File: src/hw/dac_sleep_pkg.sv
package dac_sleep_pkg;
	// Register offsets for the sleep bias fields
	localparam logic [11:0] SLEEP_BIAS_A_ADDR = 12'h0724;
	localparam logic [11:0] SLEEP_BIAS_B_ADDR = 12'h0726;
	// Sleep bias field position inside its register
	localparam int BIAS_MSB = 7;
	localparam int BIAS_LSB = 4;
	localparam logic [7:0] BIAS_RESET = 8'h00;
	// Device mode and output waveform codes
	localparam logic [1:0] MODE_POWER_DOWN = 2'h3;
	localparam logic [2:0] WAVE_DISABLED = 3'h6;
	// Midscale code in two's complement
	localparam logic [15:0] MIDSCALE_CODE = 16'h0000;
	// Wake time and its cycle count at 50 MHz
	localparam int WAKE_TIME_US = 300;
	localparam int CLOCK_MHZ = 50;
	localparam int WAKE_CYCLES = WAKE_TIME_US * CLOCK_MHZ;

	// Power state of the whole device
	typedef enum logic [1:0] {
		PWR_ACTIVE = 2'b00,
		PWR_DOWN = 2'b01,
		PWR_WAKING = 2'b10
	} power_state_t;

	// Per-channel analog control sent to the output stage
	typedef struct packed {
		logic outputOn;
		logic residualOn;
		logic agingRisk;
		logic [3:0] sleepBias;
	} chan_ctrl_t;
endpackage

File: src/hw/dac_sleep_output_disable.sv
`timescale 1ns/1ps
`default_nettype none
// Operation
// Mode value 3 enters full power down
// Power down keeps residual output alive
// Wake takes hundreds of microseconds
// Waveform select 6 disables one channel
// Gate off forces midscale sample code
// Non-silent gating keeps residual output
// Silent gating removes residual, aging caveat
// Sleep bias at bits 7:4 of 0x724/0x726
// Software computes sleep bias from termination
// Gate combines pin and register bit
module dac_sleep_output_disable #(
	parameter int DATA_W = 16,
	parameter int WAKE_COUNT = dac_sleep_pkg::WAKE_CYCLES
) (
	input wire logic ref_clk,
	input wire logic rst,
	// Register port
	input wire logic regWrite,
	input wire logic regRead,
	input wire logic [11:0] regAddr,
	input wire logic [7:0] regWdata,
	output logic [7:0] regRdata,
	// Control fields from other configuration registers
	input wire logic [1:0] deviceMode,
	input wire logic [2:0] outputWaveformSelectA,
	input wire logic [2:0] outputWaveformSelectB,
	input wire logic [1:0] gateRegBits,
	input wire logic silentGateControl,
	input wire logic [1:0] elementMatchingSetting,
	input wire logic [1:0] ditherSetting,
	// Transmit gate pins, asynchronous
	input wire logic [1:0] transmitGatePins,
	// Samples
	input wire logic [DATA_W-1:0] sampleA,
	input wire logic [DATA_W-1:0] sampleB,
	output logic [DATA_W-1:0] codeA,
	output logic [DATA_W-1:0] codeB,
	output dac_sleep_pkg::chan_ctrl_t ctrlA,
	output dac_sleep_pkg::chan_ctrl_t ctrlB,
	output logic powerDown,
	output logic outputReady
);
	logic [1:0] pinMeta; // First stage, read only by pinSync
	logic [1:0] pinSync;
	logic [7:0] biasA;
	logic [7:0] biasB;
	dac_sleep_pkg::power_state_t pwrState;
	logic [31:0] wakeCount;

	// Two-stage sync on the gate pins
	always_ff @(posedge ref_clk) begin
		if (rst) begin
			pinMeta <= 2'h0;
			pinSync <= 2'h0;
		end else begin
			pinMeta <= transmitGatePins;
			pinSync <= pinMeta;
		end
	end

	// Sleep bias registers; only the upper nibble is used
	always_ff @(posedge ref_clk) begin
		if (rst) begin
			biasA <= dac_sleep_pkg::BIAS_RESET;
			biasB <= dac_sleep_pkg::BIAS_RESET;
		end else if (regWrite) begin
			if (regAddr == dac_sleep_pkg::SLEEP_BIAS_A_ADDR) begin
				biasA <= regWdata;
			end
			if (regAddr == dac_sleep_pkg::SLEEP_BIAS_B_ADDR) begin
				biasB <= regWdata;
			end
		end
	end

	// Read data registered; unmapped reads return zero
	always_ff @(posedge ref_clk) begin
		if (rst) begin
			regRdata <= 8'h00;
		end else if (regRead) begin
			case (regAddr)
				dac_sleep_pkg::SLEEP_BIAS_A_ADDR: begin
					regRdata <= biasA;
				end
				dac_sleep_pkg::SLEEP_BIAS_B_ADDR: begin
					regRdata <= biasB;
				end
				default: begin
					regRdata <= 8'h00;
				end
			endcase
		end
	end

	// Power state: down on mode 3, timed wake afterwards
	always_ff @(posedge ref_clk) begin
		if (rst) begin
			pwrState <= dac_sleep_pkg::PWR_ACTIVE;
			wakeCount <= 32'h0000_0000;
		end else begin
			case (pwrState)
				dac_sleep_pkg::PWR_ACTIVE: begin
					if (deviceMode == dac_sleep_pkg::MODE_POWER_DOWN) begin
						pwrState <= dac_sleep_pkg::PWR_DOWN;
					end
				end
				dac_sleep_pkg::PWR_DOWN: begin
					if (deviceMode != dac_sleep_pkg::MODE_POWER_DOWN) begin
						pwrState <= dac_sleep_pkg::PWR_WAKING;
						wakeCount <= 32'h0000_0000;
					end
				end
				dac_sleep_pkg::PWR_WAKING: begin
					// Output stays invalid until the wake time passes
					if (deviceMode == dac_sleep_pkg::MODE_POWER_DOWN) begin
						pwrState <= dac_sleep_pkg::PWR_DOWN;
					end else if (wakeCount >= 32'(WAKE_COUNT - 1)) begin
						pwrState <= dac_sleep_pkg::PWR_ACTIVE;
					end else begin
						wakeCount <= wakeCount + 32'h0000_0001;
					end
				end
				default: begin
					pwrState <= dac_sleep_pkg::PWR_ACTIVE;
				end
			endcase
		end
	end

	assign powerDown = (pwrState == dac_sleep_pkg::PWR_DOWN);
	assign outputReady = (pwrState == dac_sleep_pkg::PWR_ACTIVE);

	// Channel A
	dac_channel_gate #(.DATA_W(DATA_W)) chanA (
		.ref_clk(ref_clk),
		.rst(rst),
		.gatePinSync(pinSync[0]),
		.gateReg(gateRegBits[0]),
		.outputWaveformSelect(outputWaveformSelectA),
		.silentGateControl(silentGateControl),
		.elementMatchingSetting(elementMatchingSetting),
		.ditherSetting(ditherSetting),
		.powerDown(powerDown),
		.sleepBiasCurrent(biasA[dac_sleep_pkg::BIAS_MSB:dac_sleep_pkg::BIAS_LSB]),
		.sampleIn(sampleA),
		.sampleOut(codeA),
		.ctrl(ctrlA)
	);

	// Channel B
	dac_channel_gate #(.DATA_W(DATA_W)) chanB (
		.ref_clk(ref_clk),
		.rst(rst),
		.gatePinSync(pinSync[1]),
		.gateReg(gateRegBits[1]),
		.outputWaveformSelect(outputWaveformSelectB),
		.silentGateControl(silentGateControl),
		.elementMatchingSetting(elementMatchingSetting),
		.ditherSetting(ditherSetting),
		.powerDown(powerDown),
		.sleepBiasCurrent(biasB[dac_sleep_pkg::BIAS_MSB:dac_sleep_pkg::BIAS_LSB]),
		.sampleIn(sampleB),
		.sampleOut(codeB),
		.ctrl(ctrlB)
	);
endmodule
`default_nettype wire

File: src/hw/dac_channel_gate.sv
`timescale 1ns/1ps
`default_nettype none
// One channel: gating and analog control decode
module dac_channel_gate #(
	parameter int DATA_W = 16
) (
	input wire logic ref_clk,
	input wire logic rst,
	input wire logic gatePinSync,
	input wire logic gateReg,
	input wire logic [2:0] outputWaveformSelect,
	input wire logic silentGateControl,
	input wire logic [1:0] elementMatchingSetting,
	input wire logic [1:0] ditherSetting,
	input wire logic powerDown,
	input wire logic [3:0] sleepBiasCurrent,
	input wire logic [DATA_W-1:0] sampleIn,
	output logic [DATA_W-1:0] sampleOut,
	output dac_sleep_pkg::chan_ctrl_t ctrl
);
	// Channel passes only when pin and register both enable
	logic gateOpen;
	logic chanDisabled;
	assign gateOpen = gatePinSync & gateReg;
	assign chanDisabled = (outputWaveformSelect == dac_sleep_pkg::WAVE_DISABLED);

	// Sample register, forced midscale when gated
	always_ff @(posedge ref_clk) begin
		if (rst) begin
			sampleOut <= dac_sleep_pkg::MIDSCALE_CODE;
		end else if (!gateOpen) begin
			sampleOut <= dac_sleep_pkg::MIDSCALE_CODE;
		end else begin
			sampleOut <= sampleIn;
		end
	end

	// Analog control; residual kept in power down, disable and non-silent gating to avoid aging
	// Gating is checked before the waveform disable so silent gating wins on a disabled channel
	always_ff @(posedge ref_clk) begin
		if (rst) begin
			ctrl <= '0;
		end else begin
			ctrl.sleepBias <= sleepBiasCurrent;
			ctrl.outputOn <= !powerDown && !chanDisabled;
			if (powerDown) begin
				ctrl.residualOn <= 1'b1;
			end else if (!gateOpen) begin
				ctrl.residualOn <= !silentGateControl;
			end else if (chanDisabled) begin
				ctrl.residualOn <= 1'b1;
			end else begin
				ctrl.residualOn <= 1'b0;
			end
			// Quiet gating only safe with data independent settings
			ctrl.agingRisk <= !powerDown && !gateOpen && silentGateControl &&
				(elementMatchingSetting[1] || ditherSetting[1]);
		end
	end
endmodule
`default_nettype wire

File: config.mk
export PLATFORM = sky130hd
export DESIGN_NAME = dac_sleep_output_disable
export DESIGN_NICKNAME = d
export VERILOG_FILES = /design/src/hw/dac_sleep_pkg.sv /design/src/hw/dac_sleep_output_disable.sv /design/src/hw/dac_channel_gate.sv
export SDC_FILE = /design/constraint.sdc
export NUM_CORES = 1
export LEC_CHECK = 0
export BUFFER_PORTS_ARGS = -buffer_cell sky130_fd_sc_hd__buf_4
export CAP_MARGIN = 20
export CELL_PAD_IN_SITES_DETAIL_PLACEMENT = 1
export CELL_PAD_IN_SITES_GLOBAL_PLACEMENT = 2
export CORE_MARGIN = 2
export CORE_UTILIZATION = 29
export CTS_CLUSTER_DIAMETER = 150
export DETAILED_ROUTE_END_ITERATION = 8
export PLACE_DENSITY_LB_ADDON = 0.08
export SLEW_MARGIN = 20
export SYNTH_ARGS = -nofsm -noshare
export SYNTH_HDL_FRONTEND = slang
export SYNTH_SLANG_ARGS = --single-unit
File: constraint.sdc
create_clock -name ref_clk -period 2.7 [get_ports ref_clk]
set_input_delay 0.405 -clock ref_clk [delete_from_list [all_inputs] [get_ports ref_clk]]
set_output_delay 0.405 -clock ref_clk [all_outputs]
set_load 0.01 [all_outputs]
==> results.cfg <==
[outcome]
status = finished clean

[clock_network]
clk_pin_slew_ps = 70
cts_made_buffers = 9
cts_root_buffer = clkbuf_16
clock_sinks = 108
cts_tree = done
clk_latency_ps = 350
h-tree-depth = 3
cts_buffer_depth = 2

[synthesis]
syn_avg_cell_area_um2 = 9.78
syn-cell-area_mm2 = 0.00373
synth_area_leaders = dfxtp_1 (58%), and2_1 (8.7%), a21oi_1 (4.4%)
ys_seq_area_frac = 0.580
synth_cell_types = 41
yosys_warnings = 0
synth_cells = 381
yosysTopAreaCell = dfxtp_1
ys_ff_latch = 108
synth_top_area_share = 0.580
synth_nets = 455

[power]
leakage_nw = 2.12
clockPowerShare = 0.424
p_seq_frac = 0.514
p_int_w = 0.00247
sw_frac_of_total = 0.217
p_switching_w = 0.000685
peakVddDrop_mv = 0.227
combinationalPowerShare = 0.061
powerDensity_mw_per_mm2 = 609

[cells_and_area]
final_cell_mix = buf_4 (135), dfxtp_1 (108), and2_1 (52), a21oi_1 (33), nand2_1 (29)
fin_cells = 685
layout_commonest_cell = buf_4
drive_gt1_frac = 0.302
syn2layout_area_growth_pct = 38.8
diodes = 0
nets = 582

[worst_setup_path]
r2r_end = wakeCount[8]
crit_end = wakeCount[8]
path_max_fanout = 21
startpoint = wakeCount[0]
r2r_cells = 6
cp.required_ps = 2970
rrSetupSlack_ps = 190
critical_path_class = flip-flop to flip-flop
reg2reg_from = wakeCount[0]
arrival_ps = 2780
startpoint_type = flip-flop
end_kind = flip-flop

[timing]
max_freq_mhz = 399
setup_violations = 0
rsz0062_at_grt = no
min_period_ps = 2510
relSlewSlack = 0.691
holdWs_ps = 253
final_max_slew_viol_count = 0
finalSetupTns_ps = 0
finalHoldViolations = 0
finClkSkew_ps = 9.63
period_share = 0.929
tightestPinTransition_ps = 464

[routing]
top_layer_used = met4
dr_wl_met2_um = 4000
totalWireLength_um = 9780
drc = 0
met3WireLength_um = 601
wl_per_cell_um = 14.3
ant_nets = 0
wl_met1_um = 5030
vias = 3156
via_per_inst = 4.61
drtIter0Drc = 147
dr.pass1.iters = 4

[hold_path]
hp-class = input port to flip-flop

[floorplanning]
coreArea_mm2 = 0.0126
fp-row-count = 41
ios = 129
die_y_um = 117
die-width_um = 117
initial_core_util = 0.297
dieArea_mm2 = 0.0138

[placement]
dp.cells = 669
dp_hpwl_um = 7050
port_buffers = 126
gp_congestion = 0.697

[global_routing]
grt_antenna_before_repair = 0
grt_max_degree = 39
gr-usage-all-layers = 0.145
grt_pass1_vias = 3167
grt_overflow = 0
grt_pass1_wl_um = 16300

[flow_run]
maxCapViolCount = 0
==> flip-flops by register name (all words and copies together), names as in the netlist <==
| register | count |
|---|---|
| chanA.sampleOut | 16 |
| biasA | 8 |
| chanB.ctrl | 7 |
| wakeCount | 32 |
| chanA.ctrl | 7 |
| biasB | 8 |
| pwrState | 2 |
| pinSync | 2 |
| pinMeta | 2 |
| chanB.sampleOut | 16 |
| regRdata | 8 |
==> critical path: stages, from the launching register on <==
cell	delay [ps]
dfxtp_1	350
ha_1	270
a21o_1	190
a211o_1	310
a2111o_2	640
or4_1	510
a21oi_1	160
==> how the worst min path moves through the flow <==
| stage | start | end | slack [ps] | cells past startpoint |
|---|---|---|---|---|
| after floorplan | pinMeta[0] | pinSync[0] | 410 | 1 |
| after global routing | sampleB[10] | chanB.sampleOut[10] | 240 | 2 |
| after detailed placement | pinMeta[1] | pinSync[1] | 440 | 1 |
| after global placement | pinMeta[1] | pinSync[1] | 440 | 1 |
| final | sampleA[3] | chanA.sampleOut[3] | 250 | 2 |
| after CTS | sampleA[3] | chanA.sampleOut[3] | 240 | 2 |
==> cells by family after synthesis <==
| logic type | share of synthesized area |
|---|---|
| buf+inv | 0.0285 |
| compound gates | 0.130 |
| flops | 0.580 |
| fa+ha+maj | 0.00336 |
| mux | 0.00269 |
| simple gates | 0.255 |
==> final cells by class <==
| cell class | count | area (um^2) |
|---|---|---|
| well taps | 172 | 215 |
| repair buffers | 135 | 1010 |
| clock buffers | 11 | 243 |
| multi-input cells | 248 | 1460 |
| flip-flops and latches | 108 | 2160 |
| clock inverters | 5 | 58.8 |
| fillers | 1448 | 7390 |
| inverters | 6 | 22.5 |
==> cells in the mapped netlist <==
cell,instances
a2111o_1,1
a2111oi_0,1
a211o_1,1
a211oi_1,10
a21o_1,1
a21oi_1,33
a22oi_1,8
a311o_1,1
a311oi_1,2
a31oi_1,2
a32o_1,1
and2_1,52
and3_1,3
and4_1,1
buf_1,2
buf_2,1
buf_4,1
buf_6,1
clkbuf_1,14
dfxtp_1,108
ha_1,1
inv_1,6
mux2i_1,1
nand2_1,29
nand3_1,23
nand3b_1,1
nand4_1,2
nand4bb_1,2
nor2_1,19
nor2b_1,14
nor3_1,3
nor4_1,5
nor4_2,2
o211ai_1,2
o21ai_0,6
o31ai_1,7
or2_2,1
or3_1,4
or3b_2,1
or4_1,7
or4b_1,1
==> layer usage <==
metal | track usage | up-vias
met1 | 0.204 | 1454
met3 | 0.0404 | 11
met5 | 0 | -
met4 | 0.0565 | 0
li1 | - | 1586
met2 | 0.210 | 105
==> timing repair <==
action / 4_1_cts / 5_1_grt
hold buffers: 0 / 0
hold endpoints to repair: 0 / 0
buffers inserted: 0 / 0
gates resized for setup: 0 / 1
endpoints found under the setup margin: 0 / 3
==> stage by stage <==
step | setup WS (ps) | total power [W] | instance area (um^2) | utilization
floorplan | 451 | 0.00172 | 3730 | -
global placement | 203 | 0.00185 | 4870 | 0.388
detailed placement | 134 | 0.00186 | 4870 | 0.388
CTS | 105 | 0.00320 | 5170 | 0.412
global route | 4.66 | 0.00329 | 5170 | 0.412
finish | 192 | 0.00315 | 5170 | 0.412
==> power by group through the flow <==
stage	clock network, W	registers [W]	logic [W]
3_3_place_gp	0	0.00166	0.000193
5_1_grt	0.00145	0.00162	0.000212
6_report	0.00134	0.00162	0.000193
3_5_place_dp	0	0.00166	0.000196
4_1_cts	0.00138	0.00162	0.000196
2_1_floorplan	0	0.00167	0.0000580
Note: power is estimated with default switching activity, not from simulation.
